File: config.mk
export PLATFORM = sky130hd
export DESIGN_NAME = dnh_top
export DESIGN_NICKNAME = d
export VERILOG_FILES = /design/src/logic/dnh_pkg.sv /design/src/logic/dnh_ctl_if.sv /design/src/logic/dnh_accum.sv /design/src/logic/dnh_sine.sv /design/src/logic/dnh_top.sv
export SDC_FILE = /design/constraint.sdc
export NUM_CORES = 1
export LEC_CHECK = 0
export ABC_CLOCK_PERIOD_IN_PS = 2550
export BUFFER_PORTS_ARGS = -buffer_cell sky130_fd_sc_hd__buf_2
export CAP_MARGIN = 15
export CORE_ASPECT_RATIO = 0.75
export CORE_MARGIN = 2
export CORE_UTILIZATION = 45
export CTS_CLUSTER_DIAMETER = 50
export DETAILED_ROUTE_END_ITERATION = 8
export GPL_ROUTABILITY_DRIVEN = 0
export PLACE_DENSITY_LB_ADDON = 0.2
export SLEW_MARGIN = 40
export SYNTH_ARGS = -nofsm -noshare
export SYNTH_HDL_FRONTEND = slang
export SYNTH_SLANG_ARGS = --single-unit
File: constraint.sdc
create_clock -name pclk -period 2.55 [get_ports pclk]
set_input_delay 0.765 -clock pclk [delete_from_list [all_inputs] [get_ports pclk]]
set_output_delay 0.765 -clock pclk [all_outputs]
set_load 0.01 [all_outputs]
File: src/logic/dnh_pkg.sv
package dnh_pkg;

    // ======================================================
    // i/o window placement
    // ======================================================
    localparam logic [9:0] IO_OFFSET   = 10'h200; // added to the switch value
    localparam logic [9:0] IO_SPAN     = 10'h006; // six consecutive ports
    localparam int         SW_LSB      = 3;       // switch steps of eight ports

    // port indices inside the window (byte address is four times these)
    localparam logic [9:0] IDX_CTRL    = 10'h000;
    localparam logic [9:0] IDX_LOAD    = 10'h001;
    localparam logic [9:0] IDX_RESET   = 10'h002;
    localparam logic [9:0] IDX_FREQ0   = 10'h003;
    localparam logic [9:0] IDX_FREQ1   = 10'h004;
    localparam logic [9:0] IDX_FREQ2   = 10'h005;

    // ======================================================
    // control byte layout and reset values
    // ======================================================
    localparam int         CTRL_MBZ_BIT   = 3;
    localparam int         CTRL_EXT_BIT   = 4;
    localparam int         CTRL_ATTEN_LSB = 5;
    localparam logic [2:0] ATTEN_MAX      = 3'h7;  // 40 + 20 + 10 dB
    localparam logic [7:0] CTRL_RST       = 8'he0; // internal clock, full attenuation
    localparam logic [7:0] FREQ_RST       = 8'h00;

    // ======================================================
    // datapath widths and rates
    // ======================================================
    localparam int          ACC_W           = 24;
    localparam int          FSET_W          = 23;
    localparam int          TOP_BYTE_W      = 7;  // high latch holds bits 16..22
    localparam int          DAC_W           = 8;
    localparam longint      PCLK_HZ         = 125000000;
    localparam longint      INT_SYS_CLK_HZ  = 33554432;
    localparam longint      ACC_MOD         = longint'(1) << ACC_W;
    localparam longint      FREQ_STEP_INT_HZ = INT_SYS_CLK_HZ / ACC_MOD; // 2 Hz per unit

    // offset of an i/o port inside the window, computed modulo 2^10
    function automatic logic [9:0] dnh_port_index(input logic [9:0] io_addr,
                                                  input logic [9:0] base);
        dnh_port_index = io_addr - base;
    endfunction

endpackage

File: src/logic/dnh_ctl_if.sv
// ======================================================
// settings, commands and core state passed between the latches and the core
// ======================================================
interface dnh_ctl_if;
    logic [dnh_pkg::FSET_W-1:0] fset;      // frequency setting in the latches
    logic                       load_tgl;  // flips on each frequency load write
    logic                       clear_tgl; // flips on each reset write
    logic [dnh_pkg::ACC_W-1:0]  fcw;       // active frequency control word
    logic [dnh_pkg::ACC_W-1:0]  phase;     // phase accumulator
    logic [dnh_pkg::DAC_W-1:0]  sample;    // sine sample towards the dac

    modport regs  (output fset, load_tgl, clear_tgl, input fcw, phase, sample);
    modport accum (input fset, load_tgl, clear_tgl, output fcw, phase);
    modport sine  (input phase, output sample);
endinterface

File: src/logic/dnh_accum.sv
module dnh_accum (
    // clock and reset
    input wire logic pclk,
    input wire logic presetn,
    // settings from the latches
    dnh_ctl_if.accum ctl
);

    // ======================================================
    // command edge detection
    // ======================================================
    logic                      load_seen_q;
    logic                      clear_seen_q;
    logic [dnh_pkg::ACC_W-1:0] fcw_q;
    logic [dnh_pkg::ACC_W-1:0] fcw_d;
    logic [dnh_pkg::ACC_W-1:0] phase_q;
    logic [dnh_pkg::ACC_W-1:0] phase_d;
    wire                       load_ev;
    wire                       clear_ev;

    // any transition of a toggle is one command
    assign load_ev  = ctl.load_tgl ^ load_seen_q;
    assign clear_ev = ctl.clear_tgl ^ clear_seen_q;

    // reset command wins over a load in the same cycle
    assign fcw_d   = clear_ev ? '0 :
                     load_ev  ? {1'b0, ctl.fset} : fcw_q;
    // modulo 2^24 sum, carry dropped
    assign phase_d = phase_q + fcw_q;
    assign ctl.fcw   = fcw_q;
    assign ctl.phase = phase_q;

    // frequency word and accumulator registers
    always_ff @(posedge pclk or negedge presetn) begin
        if (!presetn) begin
            load_seen_q  <= 1'b0;
            clear_seen_q <= 1'b0;
            fcw_q        <= '0;
            phase_q      <= '0;
        end else begin
            load_seen_q  <= ctl.load_tgl;
            clear_seen_q <= ctl.clear_tgl;
            fcw_q        <= fcw_d;
            phase_q      <= phase_d;
        end
    end
endmodule

File: src/logic/dnh_sine.sv
module dnh_sine (
    // clock and reset
    input wire logic pclk,
    input wire logic presetn,
    // phase in, sample out
    dnh_ctl_if.sine  ctl
);

    // ======================================================
    // quarter wave table, 64 points, amplitude 2..127
    // ======================================================
    localparam logic [7:0] QTAB [64] = '{
        8'h02, 8'h05, 8'h08, 8'h0b, 8'h0e, 8'h11, 8'h14, 8'h17,
        8'h1a, 8'h1d, 8'h20, 8'h23, 8'h26, 8'h29, 8'h2c, 8'h2f,
        8'h32, 8'h35, 8'h38, 8'h3a, 8'h3d, 8'h40, 8'h43, 8'h45,
        8'h48, 8'h4a, 8'h4d, 8'h4f, 8'h52, 8'h54, 8'h56, 8'h59,
        8'h5b, 8'h5d, 8'h5f, 8'h61, 8'h63, 8'h65, 8'h67, 8'h69,
        8'h6a, 8'h6c, 8'h6e, 8'h6f, 8'h71, 8'h72, 8'h73, 8'h75,
        8'h76, 8'h77, 8'h78, 8'h79, 8'h7a, 8'h7b, 8'h7c, 8'h7c,
        8'h7d, 8'h7d, 8'h7e, 8'h7e, 8'h7f, 8'h7f, 8'h7f, 8'h7f
    };

    logic [7:0] sample_q;
    wire  [5:0] raw_idx;
    wire  [5:0] tab_idx;
    wire  [7:0] mag;
    wire  [7:0] sample_d;

    // phase to amplitude: mirror odd quadrants, negate the second half
    assign raw_idx  = ctl.phase[21:16];
    assign tab_idx  = ctl.phase[22] ? ~raw_idx : raw_idx;
    assign mag      = QTAB[tab_idx];
    assign sample_d = ctl.phase[23] ? (8'h7f - mag) : (8'h80 + mag);
    assign ctl.sample = sample_q;

    // one new sample every clock
    always_ff @(posedge pclk or negedge presetn) begin
        if (!presetn) begin
            sample_q <= 8'h80;
        end else begin
            sample_q <= sample_d;
        end
    end
endmodule

File: src/logic/dnh_top.sv
// Functional notes
// - Latch a data byte only on a write whose address hits our window.
// - Four byte latches set clock source, frequency and amplitude.
// - Load and reset addresses act as immediate command strobes.
// - Six consecutive ports starting at switch value with bits 2-0 cleared, plus 0x200.
// - Host writes have no timing tie to the synthesizer core; here both run on pclk.
// - Each clock the core presents one new eight-bit sample.
// - Each clock phase is derived, then converted to sine amplitude.
// - A load transition copies the latched setting into the frequency word.
// - The frequency word adds into the phase accumulator every clock.
// - The accumulator feeds the sine conversion every clock.
// - Output frequency equals clock times frequency word over 2^24.
// - At a 2^25 Hz clock each word unit gives 2 Hz.
// - Accumulator is 24 bits; step is clock over 2^24.
// - Control bit 3 zero, bit 4 external clock, bits 5-7 attenuators; here bit 3 latches and reads back whatever is written.
// - Reset write clears the frequency word and sets 70 dB attenuation.
// - Frequency setting is 23 bits, low byte first, top bit unused.
// - All eight control bits latch together on every control port write; here only when byte lane 0 is strobed.
//
// Local design decisions: the register addresses and the APB slave port.
module dnh_top (
    // clock and reset
    input  wire logic        pclk,
    input  wire logic        presetn,
    // apb slave
    input  wire logic        psel,
    input  wire logic        penable,
    input  wire logic        pwrite,
    input  wire logic [11:0] paddr,
    input  wire logic [31:0] pwdata,
    input  wire logic [3:0]  pstrb,
    output logic      [31:0] prdata,
    output logic             pready,
    output logic             pslverr,
    // board address switch
    input  wire logic [9:0]  addr_switch,
    // analogue side controls
    output logic [7:0]       dac_data,
    output logic             ext_clk_sel,
    output logic [2:0]       atten_sel
);

    // ======================================================
    // shared settings between latches and core
    // ======================================================
    dnh_ctl_if ctl ();

    // ======================================================
    // address decode
    // ======================================================
    wire [9:0] io_addr;
    wire [9:0] base_addr;
    wire [9:0] port_idx;
    wire       in_window;
    wire       word_ok;
    wire       setup_ph;
    wire       access_ph;
    wire       wr_hit;

    // each i/o port is one aligned apb word
    assign io_addr   = paddr[11:2];
    assign base_addr = {addr_switch[9:dnh_pkg::SW_LSB], 3'h0} + dnh_pkg::IO_OFFSET;
    assign port_idx  = dnh_pkg::dnh_port_index(io_addr, base_addr);
    assign in_window = (io_addr >= base_addr) && (port_idx < dnh_pkg::IO_SPAN);
    assign word_ok   = in_window && (paddr[1:0] == 2'h0);
    assign setup_ph  = psel && !penable;
    assign access_ph = psel && penable;
    // byte lane 0 carries the port data
    assign wr_hit    = access_ph && pwrite && word_ok && pstrb[0];

    // per-port write strobes
    wire wr_ctrl;
    wire wr_load;
    wire wr_reset;
    wire wr_f0;
    wire wr_f1;
    wire wr_f2;

    assign wr_ctrl  = wr_hit && (port_idx == dnh_pkg::IDX_CTRL);
    assign wr_load  = wr_hit && (port_idx == dnh_pkg::IDX_LOAD);
    assign wr_reset = wr_hit && (port_idx == dnh_pkg::IDX_RESET);
    assign wr_f0    = wr_hit && (port_idx == dnh_pkg::IDX_FREQ0);
    assign wr_f1    = wr_hit && (port_idx == dnh_pkg::IDX_FREQ1);
    assign wr_f2    = wr_hit && (port_idx == dnh_pkg::IDX_FREQ2);

    // ======================================================
    // host latches
    // ======================================================
    logic [7:0] ctrl_q;
    logic [7:0] ctrl_d;
    logic [7:0] freq_q [3];
    logic       load_tgl_q;
    logic       clear_tgl_q;

    // whole byte replaces the control latch; reset forces attenuators in
    always_comb begin
        if (wr_ctrl) begin
            ctrl_d = pwdata[7:0];
        end else if (wr_reset) begin
            ctrl_d = {dnh_pkg::ATTEN_MAX, ctrl_q[4:0]};
        end else begin
            ctrl_d = ctrl_q;
        end
    end

    // control latch and command toggles
    always_ff @(posedge pclk or negedge presetn) begin
        if (!presetn) begin
            ctrl_q      <= dnh_pkg::CTRL_RST;
            load_tgl_q  <= 1'b0;
            clear_tgl_q <= 1'b0;
        end else begin
            ctrl_q      <= ctrl_d;
            load_tgl_q  <= load_tgl_q ^ wr_load;
            clear_tgl_q <= clear_tgl_q ^ wr_reset;
        end
    end

    // frequency setting latches, low byte first
    always_ff @(posedge pclk or negedge presetn) begin
        if (!presetn) begin
            freq_q[0] <= dnh_pkg::FREQ_RST;
            freq_q[1] <= dnh_pkg::FREQ_RST;
            freq_q[2] <= dnh_pkg::FREQ_RST;
        end else begin
            if (wr_f0) begin
                freq_q[0] <= pwdata[7:0];
            end
            if (wr_f1) begin
                freq_q[1] <= pwdata[7:0];
            end
            if (wr_f2) begin
                freq_q[2] <= {1'b0, pwdata[dnh_pkg::TOP_BYTE_W-1:0]};
            end
        end
    end

    // latched setting and commands go to the core as levels and toggles
    assign ctl.fset      = {freq_q[2][dnh_pkg::TOP_BYTE_W-1:0], freq_q[1], freq_q[0]};
    assign ctl.load_tgl  = load_tgl_q;
    assign ctl.clear_tgl = clear_tgl_q;

    // ======================================================
    // synthesizer core
    // ======================================================
    // 24-bit accumulator at pclk: f = pclk * word / 2^24
    dnh_accum u_accum (
        .pclk    (pclk),
        .presetn (presetn),
        .ctl     (ctl.accum)
    );

    dnh_sine u_sine (
        .pclk    (pclk),
        .presetn (presetn),
        .ctl     (ctl.sine)
    );

    // ======================================================
    // readback and apb answer
    // ======================================================
    logic [31:0] rdata_q;
    logic [31:0] rdata_d;
    logic        err_q;

    // the strobe ports read back the core state
    always_comb begin
        if (port_idx == dnh_pkg::IDX_CTRL) begin
            rdata_d = {24'h000000, ctrl_q};
        end else if (port_idx == dnh_pkg::IDX_LOAD) begin
            rdata_d = {8'h00, ctl.fcw};
        end else if (port_idx == dnh_pkg::IDX_RESET) begin
            rdata_d = {8'h00, ctl.phase};
        end else if (port_idx == dnh_pkg::IDX_FREQ0) begin
            rdata_d = {24'h000000, freq_q[0]};
        end else if (port_idx == dnh_pkg::IDX_FREQ1) begin
            rdata_d = {24'h000000, freq_q[1]};
        end else if (port_idx == dnh_pkg::IDX_FREQ2) begin
            rdata_d = {24'h000000, freq_q[2]};
        end else begin
            rdata_d = 32'h00000000;
        end
    end

    // answer captured during setup, presented in the access cycle
    always_ff @(posedge pclk or negedge presetn) begin
        if (!presetn) begin
            rdata_q <= 32'h00000000;
            err_q   <= 1'b0;
        end else if (setup_ph) begin
            rdata_q <= (word_ok && !pwrite) ? rdata_d : 32'h00000000;
            err_q   <= !word_ok;
        end
    end

    assign prdata      = rdata_q;
    assign pready      = 1'b1;
    assign pslverr     = access_ph && err_q;
    assign dac_data    = ctl.sample;
    assign ext_clk_sel = ctrl_q[dnh_pkg::CTRL_EXT_BIT];
    assign atten_sel   = ctrl_q[7:dnh_pkg::CTRL_ATTEN_LSB];

    // read setups inside the window
    wire rd_setup;

    assign rd_setup = setup_ph && !pwrite && word_ok;
endmodule

==> results of run 1 <==
-- cell families (layout without fill, tap and decap cells) --
group           after synthesis  in the layout  share of synthesized area
simple gates                135            135                      0.114
mux                          32             32                     0.0553
buf+inv                      66            245                     0.0448
xor+xnor                     44             44                     0.0580
compound gates              201            201                      0.214
flops                       115            115                      0.434
other cells                   2              9                    0.00113
fa+ha+maj                    41             41                     0.0794
-- path summary, 6_finish.rpt --
check                                               start                               to  slack, ns  cells after the start
min in group pclk                   clear_tgl_q$_DFF_PN0_   u_accum.clear_seen_q$_DFF_PN0_       0.47                      0
hold / removal                                    presetn   u_accum.ctl.phase[3]$_DFF_PN0_       0.33                      1
hold reg to reg                     clear_tgl_q$_DFF_PN0_   u_accum.clear_seen_q$_DFF_PN0_       0.47                      0
setup / recovery                                 paddr[5]            ctrl_q[1]$_DFFE_PN0P_      -0.71                     14
setup reg to reg           u_accum.ctl.fcw[7]$_DFFE_PN0P_  u_accum.ctl.phase[21]$_DFF_PN0_      -0.01                     10
max in group asynchronous                         presetn            ctrl_q[5]$_DFFE_PN1P_       1.57                      2
-- stage by stage --
step | utilization | hold slack (ns) | TNS [ns]
global placement | 0.554 | 0.424 | -61.14
finish | 0.640 | 0.329 | -35.83
floorplan | - | 0.409 | -50.65
CTS | 0.624 | 0.342 | -35.27
global route | 0.640 | 0.360 | -42.71
detailed placement | 0.555 | 0.448 | -65.48
-- what timing repair did --
item	4_1_cts	5_1_grt
resized for setup	54	47
endpoints found under the setup margin	68	67
pin swaps	30	16
buffers inserted	15	2
cloned	2	0
hold buffers	0	0
-- flip-flops by register name, summed over array words and instances, names as in the netlist, 8 cells and up --
| signal | count |
|---|---|
| u_accum.ctl.phase | 24 |
| prdata | 24 |
| ctrl_q | 8 |
| ctl.fset | 23 |
| u_accum.ctl.fcw | 23 |
| u_sine.ctl.sample | 8 |
-- Yosys cell counts, types with 16 or more instances --
library cell,instances,share of area
sky130_fd_sc_hd__dfrtp_1,111,0.42
sky130_fd_sc_hd__nand2_1,48,0.027
sky130_fd_sc_hd__o21ai_0,43,0.032
sky130_fd_sc_hd__ha_1,39,0.073
sky130_fd_sc_hd__a21oi_1,38,0.029
sky130_fd_sc_hd__xnor2_1,31,0.041
sky130_fd_sc_hd__inv_1,30,0.017
sky130_fd_sc_hd__mux2_2,28,0.047
sky130_fd_sc_hd__a22o_1,23,0.030
sky130_fd_sc_hd__clkbuf_1,18,0.010
sky130_fd_sc_hd__nor2_1,17,0.0096
sky130_fd_sc_hd__a22oi_1,16,0.018
sky130_fd_sc_hd__nand3_1,16,0.012
-- layout make-up --
type / instances / area share
timing repair buffer: 182 / 0.152
clock buffer: 25 / 0.0558
inverter: 31 / 0.0139
multi-input combinational: 462 / 0.426
clock inverter: 7 / 0.0129
sequential: 115 / 0.312
tap: 200 / 0.0271
-- critical path: cells and delay by family --
| kind | cells | cell delay (ns) |
|---|---|---|
| AOI/OAI and AO/OA | 5 | 1.00 |
| adders and majority gates | 2 | 0.46 |
| buffers and inverters | 3 | 0.18 |
| muxes | 2 | 0.44 |
| and+or+nand+nor | 2 | 0.72 |
-- per-layer routing --
metal | vias to the layer above | track usage | share of wire
li1 | 2676 | - | -
met1 | 2849 | 0.353 | 0.47
met2 | 203 | 0.379 | 0.46
met3 | 18 | 0.0637 | 0.067
met4 | 0 | 0.0735 | 0.0095
met5 | - | 0 | 0
-- power by group through the flow --
stage	sequential, mW	clock (mW)	combinational [mW]
after global routing	1.83	2.69	0.349
after detailed placement	1.86	0	0.285
after global placement	1.86	0	0.278
final	1.83	2.55	0.320
after CTS	1.83	2.58	0.309
after floorplan	1.86	0	0.140
==> summary.md, run 1 <==
| Metric | Value |
|---|---|
| Result of the run | finished with violations |
| Violations in the final reports | setup timing |
| Core area | 14,500 um2 |
| I/O pin count | 109 |
| Final Cell Area | 9250 um2 |
| Clk Tree Root Cell | sky130_fd_sc_hd__clkbuf_16 |
| Deepest clock path buffer count | 2 |
| Port Buf Inserts | 69 |
| Worst vdd ir | 0.000469 V |
| Setup crit end kind | flip-flop |
| Global-route total usage across every layer | 0.249 |
| Post-Route WL | 18.8 mm |
| Clock group share of total power | 0.543 |
| Mean instance size in the synthesized netlist | 10.5 um2 |
| Highest attainable clock frequency | 0.307 GHz |
| Post-layout net count | 913 |
| Clk slew on worst S/H paths | 0.05 ns |
| Least setup slack across all paths after layout | -0.706 ns |
| Clock tree sinks | 115 |
| Internal power | 3.65 mW |
| Share of the clock period used by the worst path after layout | 1.28 |
| Combinational fraction of design power | 0.068 |
| Worst Clk Skew | 0.00727 ns |
| Overall die height | 109 um |
| Synthesis Warnings | 0 |
| Total clock buffers created by CTS | 17 |
| Maximum fanout along the worst path | 5 |
| Global-route wire length before repair | 29.5 mm |
| Worst min-delay path category | input port to asynchronous set/reset pin |
| Seq cells post-synth | 115 |
| Clock tree from TritonCTS | yes |
| Highest-count cells in the layout ignoring fill and taps | sky130_fd_sc_hd__dfrtp_1 (111), sky130_fd_sc_hd__buf_4 (92), sky130_fd_sc_hd__buf_2 (67) |
| Worst setup path class | input port to flip-flop |
| Layout fillers | 1,125 |
| Synth Instances | 636 |
| Antenna violations before repair | 0 |
| Count of standard-cell rows | 38 |
| CP cell instances | buf_8 > inv_12 > ha_4 > inv_2 > fa_2 > a21o_1 > a21oi_2 > mux2i_2 > a2111oi_4 > o211ai_4 > a21o_2 > or4_4 > nor2_4 > mux2_4 |
| Total power per unit cell area | 508 nW/um2 |
| Number of max-slew violations in the final report | 0 |
| Antenna cells | 0 |
| Via total after detailed routing | 5,746 |
| Setup repair after global routing missed its margin | true |
| Ratio of routed vias to standard cells | 5.62 |
| DPL Wire Length | 12.7 mm |
| Area after DPL | 8020 um2 |
| Die Width | 144 um |
| Residual antenna-violating net count after detailed routing | 0 |
| Slowest-stage cell, CP | sky130_fd_sc_hd__or4_4 |
| Switching pwr | 1.05 mW |
| TritonRoute pass-1 iters | 6 |
| Sequential-to-total area share from yosys stat | 0.434 |
| Leak | 4.48 nW |
| Post-route DRC violation count | 0 |
| Most used DFF post-synth | sky130_fd_sc_hd__dfrtp_1 |
| First DRT Iteration DRCs | 408 |
| Critical Path Start Type | input port |
| Post-Layout Cell Count | 1,022 |
| Worst slack after detailed placement | -1.27 ns |
| Floorplan die area | 15,800 um2 |
| Slew of the pin with the lowest slew margin | 0.668 ns |
| Number of distinct library cells after synthesis | 72 |
| Required time at the endpoint of the critical path | 2.86 ns |
| Count of final setup violators | 59 |
| Starting density of the core | 0.460 |
| Count of flip-flops with a built-in enable after synthesis | 0 |
| Part of the power in registers | 0.389 |
| Critical Path Max Stage Delay | 0.44 ns |
| Fraction of layout cells with a size suffix above 1 | 0.384 |
| Tot Pwr | 4.70 mW |
| Placed Cells | 972 |
| Normalized max-slew margin | 0.552 |
| Area growth, synth to finish | 39.1% |
| Combined area of all synthesized cells | 6650 um2 |
| Final Critical Period | 3.26 ns |
| Count of endpoints failing hold in the final timing report | 0 |
| Area of all sequential standard cells | 2880 um2 |
| # Max-Cap Violations | 0 |
| Worst EP arrival | 3.56 ns |
| Clock latency on the worst-skew pair | 0.42 ns |
| Fraction of registers with async set or reset after synthesis | 1.00 |
| Post-DR wirelength/cell | 18.4 um |
| Maximum number of pins on one net before global-route repair | 39 |
| Via count of the first global-routing pass | 5,550 |
| GRT Residual Overflow | 0 |
| Net Sw Frac | 0.223 |
| Area occupied by multi-input gates | 3940 um2 |
| Commonest non-fill, non-tap cell in the layout | sky130_fd_sc_hd__dfrtp_1 |
| Clock H-tree levels | 4 |
(Power assumes the default switching activity.)
==> run 2, diff against run 1 <==
--- a/config.mk
+++ b/config.mk
@@ -18,4 +18,5 @@
 export SLEW_MARGIN = 40
 export SYNTH_ARGS = -nofsm -noshare
 export SYNTH_HDL_FRONTEND = slang
+export SYNTH_HIERARCHICAL = 1
 export SYNTH_SLANG_ARGS = --single-unit
==> run 2 against run 1 <==
Against the previous run:
- the run still ends with setup timing left
- power rose by 1.6%
- wire length rose by 15%
- register-to-register slack improved by 0.15 ns
- setup slack improved by 0.65 ns
- cell area fell by 0.81%
- clock skew rose by 0.0018 ns
- area after synthesis rose by 13%
- sequential power barely moved
- critical path depth fell by 3
- first-iteration DRC count rose by 44%
- sequential share of layout area rose by 0.26 points
- core utilization fell by 7.4 points
- largest power group unchanged
- highest routed layer unchanged
==> summary.md, run 2 <==
| Metric | Value |
|---|---|
| Top-count cell post-synth | sky130_fd_sc_hd__dfrtp_1 |
| Port Buf Inserts | 69 |
| Mux cell area share after synthesis | 0.0655 |
| DPL Wire Length | 15.4 mm |
| Post-Route WL | 21.7 mm |
| Highest-count cells in the layout ignoring fill and taps | sky130_fd_sc_hd__dfrtp_1 (111), sky130_fd_sc_hd__buf_2 (64), sky130_fd_sc_hd__nand2_1 (57) |
| Starting density of the core | 0.465 |
| Kind of cell with the highest combined delay on the critical path | adder cells |
| Global-route wire length before repair | 34.5 mm |
| Tot Pwr | 4.78 mW |
| Count of endpoints failing hold in the final timing report | 0 |
| Worst EP arrival | 2.91 ns |
| Layout fillers | 1,399 |
| Post-layout net count | 969 |
| CP cell instances | buf_8 > inv_12 > ha_4 > inv_2 > fa_2 > nor3_2 > o221ai_2 > a211oi_4 > and4b_1 > buf_12 > mux2_4 |
| Critical Path Start Type | input port |
| Highest attainable clock frequency | 0.384 GHz |
| Combined area of all synthesized cells | 7540 um2 |
| # Max-Cap Violations | 0 |
| Depth of the worst register-to-register path | 8 |
| Overall die height | 116 um |
| Seq cells post-synth | 115 |
| Post-Synth Simple-Gate Area | 0.146 |
| Setup repair after global routing missed its margin | true |
| Critical Path Max Stage Delay | 0.43 ns |
| Ratio of routed vias to standard cells | 6.00 |
| Post-Layout Cell Count | 1,087 |
| Clock H-tree levels | 4 |
| Antenna cells | 0 |
| Clk Tree Root Cell | sky130_fd_sc_hd__clkbuf_16 |
| TritonRoute pass-1 iters | 5 |
| Area growth, synth to finish | 21.6% |
| Violations in the final reports | setup timing |
| Area share of the largest cell type after synthesis | 0.368 |
| DR WL met2 | 9.38 mm |
| Final Critical Period | 2.61 ns |
| Via total after detailed routing | 6,526 |
| Setup crit end kind | flip-flop |
| Deepest clock path buffer count | 2 |
| Global-route total usage across every layer | 0.250 |
| Clock tree sinks | 115 |
| Worst min-delay path category | input port to asynchronous set/reset pin |
| Combinational family with the most area after synthesis | compound AO/OA/AOI/OAI gates |
| First DRT Iteration DRCs | 588 |
| Synthesis Warnings | 6 |
| Via count of the first global-routing pass | 6,348 |
| Count of buffer and inverter cells on the critical path | 4 |
| Maximum number of pins on one net before global-route repair | 56 |
| Number of max-slew violations in the final report | 0 |
| Maximum fanout along the worst path | 8 |
| Most used DFF post-synth | sky130_fd_sc_hd__dfrtp_1 |
| Number of distinct library cells after synthesis | 80 |
| Clock latency on the worst-skew pair | 0.43 ns |
| Normalized max-slew margin | 0.606 |
| Leak | 4.33 nW |
| Met3 wire length | 1.58 mm |
| Mean instance size in the synthesized netlist | 9.74 um2 |
| Largest cells by area after synthesis | sky130_fd_sc_hd__dfrtp_1 (37%), sky130_fd_sc_hd__ha_1 (6.6%), sky130_fd_sc_hd__mux2_2 (5.1%), sky130_fd_sc_hd__o21ai_0 (3.2%), sky130_fd_sc_hd__nand2_1 (2.8%) |
| Worst vdd ir | 0.000494 V |
| Core area | 16,200 um2 |
| Fraction of the mapped netlist area in adder cells | 0.0717 |
| I/O pin count | 109 |
| Leading area contributor after synthesis | sky130_fd_sc_hd__dfrtp_1 |
| Number of cells on the critical path | 11 |
| Clock tree from TritonCTS | yes |
| Count of standard-cell rows | 40 |
| Most frequent cells after synthesis | sky130_fd_sc_hd__dfrtp_1 (111), sky130_fd_sc_hd__nand2_1 (57), sky130_fd_sc_hd__o21ai_0 (48) |
| Least setup slack across all paths after layout | -0.0563 ns |
| Synth Instances | 774 |
| Post-route DRC violation count | 0 |
| Required time at the endpoint of the critical path | 2.86 ns |
| Commonest non-fill, non-tap cell in the layout | sky130_fd_sc_hd__dfrtp_1 |
| Clk slew on worst S/H paths | 0.06 ns |
| GRT Residual Overflow | 0 |
| Die Width | 153 um |
| Floorplan die area | 17,800 um2 |
| Post-DR wirelength/cell | 19.9 um |
| Antenna violations before repair | 0 |
| Result of the run | finished with violations |
| Post-synthesis compound-gate area fraction | 0.233 |
| Count of final setup violators | 21 |
| Fraction of registers with async set or reset after synthesis | 1.00 |
| Worst slack after detailed placement | -0.755 ns |
| Worst Clk Skew | 0.00902 ns |
| Slew of the pin with the lowest slew margin | 0.586 ns |
| Sequential-to-total area share from yosys stat | 0.382 |
| Fraction of layout cells with a size suffix above 1 | 0.265 |
| Slowest-stage cell, CP | sky130_fd_sc_hd__fa_2 |
| Utilization after layout | 0.566 |
| Total power per unit cell area | 521 nW/um2 |
| Routed length on met1 | 10.4 mm |
| Xor and xnor fraction of the mapped netlist area | 0.0407 |
| Share of the clock period used by the worst path after layout | 1.02 |
| Residual antenna-violating net count after detailed routing | 0 |
| DR top layer | met4 |
| Worst setup path class | input port to flip-flop |
| Placed Cells | 1,046 |
| Total clock buffers created by CTS | 17 |
| Count of flip-flops with a built-in enable after synthesis | 0 |
run 2: cell count changes after synthesis, sizes merged, moves of 7 or more:
cell    before  now
mux2i        3   10
inv         31   21
nand2       48   57
nand2b      13   27
buf         16   39
xnor2       31   21
nor2b        5   16
nor2        18   40
a22oi       16   23
and2         0    7
mux2        28   35
run 2: worst register-to-register path: stages (launching register included):
cell                       delay, ns
sky130_fd_sc_hd__dfrtp_1        0.40
sky130_fd_sc_hd__ha_1           0.29
sky130_fd_sc_hd__fa_1           0.43
sky130_fd_sc_hd__a21o_1         0.22
sky130_fd_sc_hd__nand4_1        0.15
sky130_fd_sc_hd__nand2_1        0.15
sky130_fd_sc_hd__a31oi_4        0.29
sky130_fd_sc_hd__o211ai_1       0.19
sky130_fd_sc_hd__xor2_1         0.18
run 2: routing by layer:
layer  up-vias  track usage
li1       3016            -
met1      3197        0.358
met2       286        0.374
met3        27       0.0735
met4         0       0.0618
met5         -            0
run 2: final timing paths:
check,from,end,slack (ns)
max in group asynchronous,presetn,u_sine/ctl.sample[7]$_DFF_PN1_,1.73
setup / recovery,paddr[5],ctl.fset[0]$_DFFE_PN0P_,-0.06
hold / removal,presetn,u_accum/ctl.phase[9]$_DFF_PN0_,0.23
setup reg to reg,u_accum/ctl.fcw[0]$_DFFE_PN0P_,u_accum/ctl.phase[16]$_DFF_PN0_,0.14
hold reg to reg,ctl.load_tgl$_DFF_PN0_,u_accum/load_seen_q$_DFF_PN0_,0.45
min in group pclk,ctl.load_tgl$_DFF_PN0_,u_accum/load_seen_q$_DFF_PN0_,0.45
run 2: kinds of logic after synthesis:
kind of cell,after synthesis
AO/OA/AOI/OAI,244
XOR/XNOR,35
adder cells (fa/ha/maj),42
buffers and inverters,83
flip-flops,115
multiplexers,45
other,3
AND/OR/NAND/NOR,207
run 2: layout make-up:
type	count	area (um2)	area share
timing repair buffer	124	838	0.0914
inverter	23	98.8	0.0108
clock buffer	18	439	0.0479
clock inverter	14	201	0.0220
multi-input combinational	583	4450	0.485
tap	210	263	0.0286
sequential	115	2880	0.314
run 2: metrics by stage:
step / TNS (ns) / area, um2 / hold slack, ns
2_1_floorplan: -11.56 / 7650 / 0.410
3_3_place_gp: -27.07 / 8280 / 0.421
3_5_place_dp: -29.33 / 8280 / 0.437
4_1_cts: -0.100 / 9030 / 0.231
5_1_grt: -2.45 / 9170 / 0.235
6_report: -0.786 / 9170 / 0.227
run 2: timing repair:
item | 4_1_cts | 5_1_grt
buffers inserted | 3 | 6
hold buffers | 0 | 0
resized for setup | 15 | 20
pin swaps | 9 | 6
endpoints found under the setup margin | 33 | 32
run 2: power breakdown:
group	leakage, nW	internal (mW)	total, mW	switching (mW)
logic	2.44	0.139	0.338	0.199
clock network	0.307	1.67	2.61	0.938
registers	1.59	1.83	1.83	0.00103
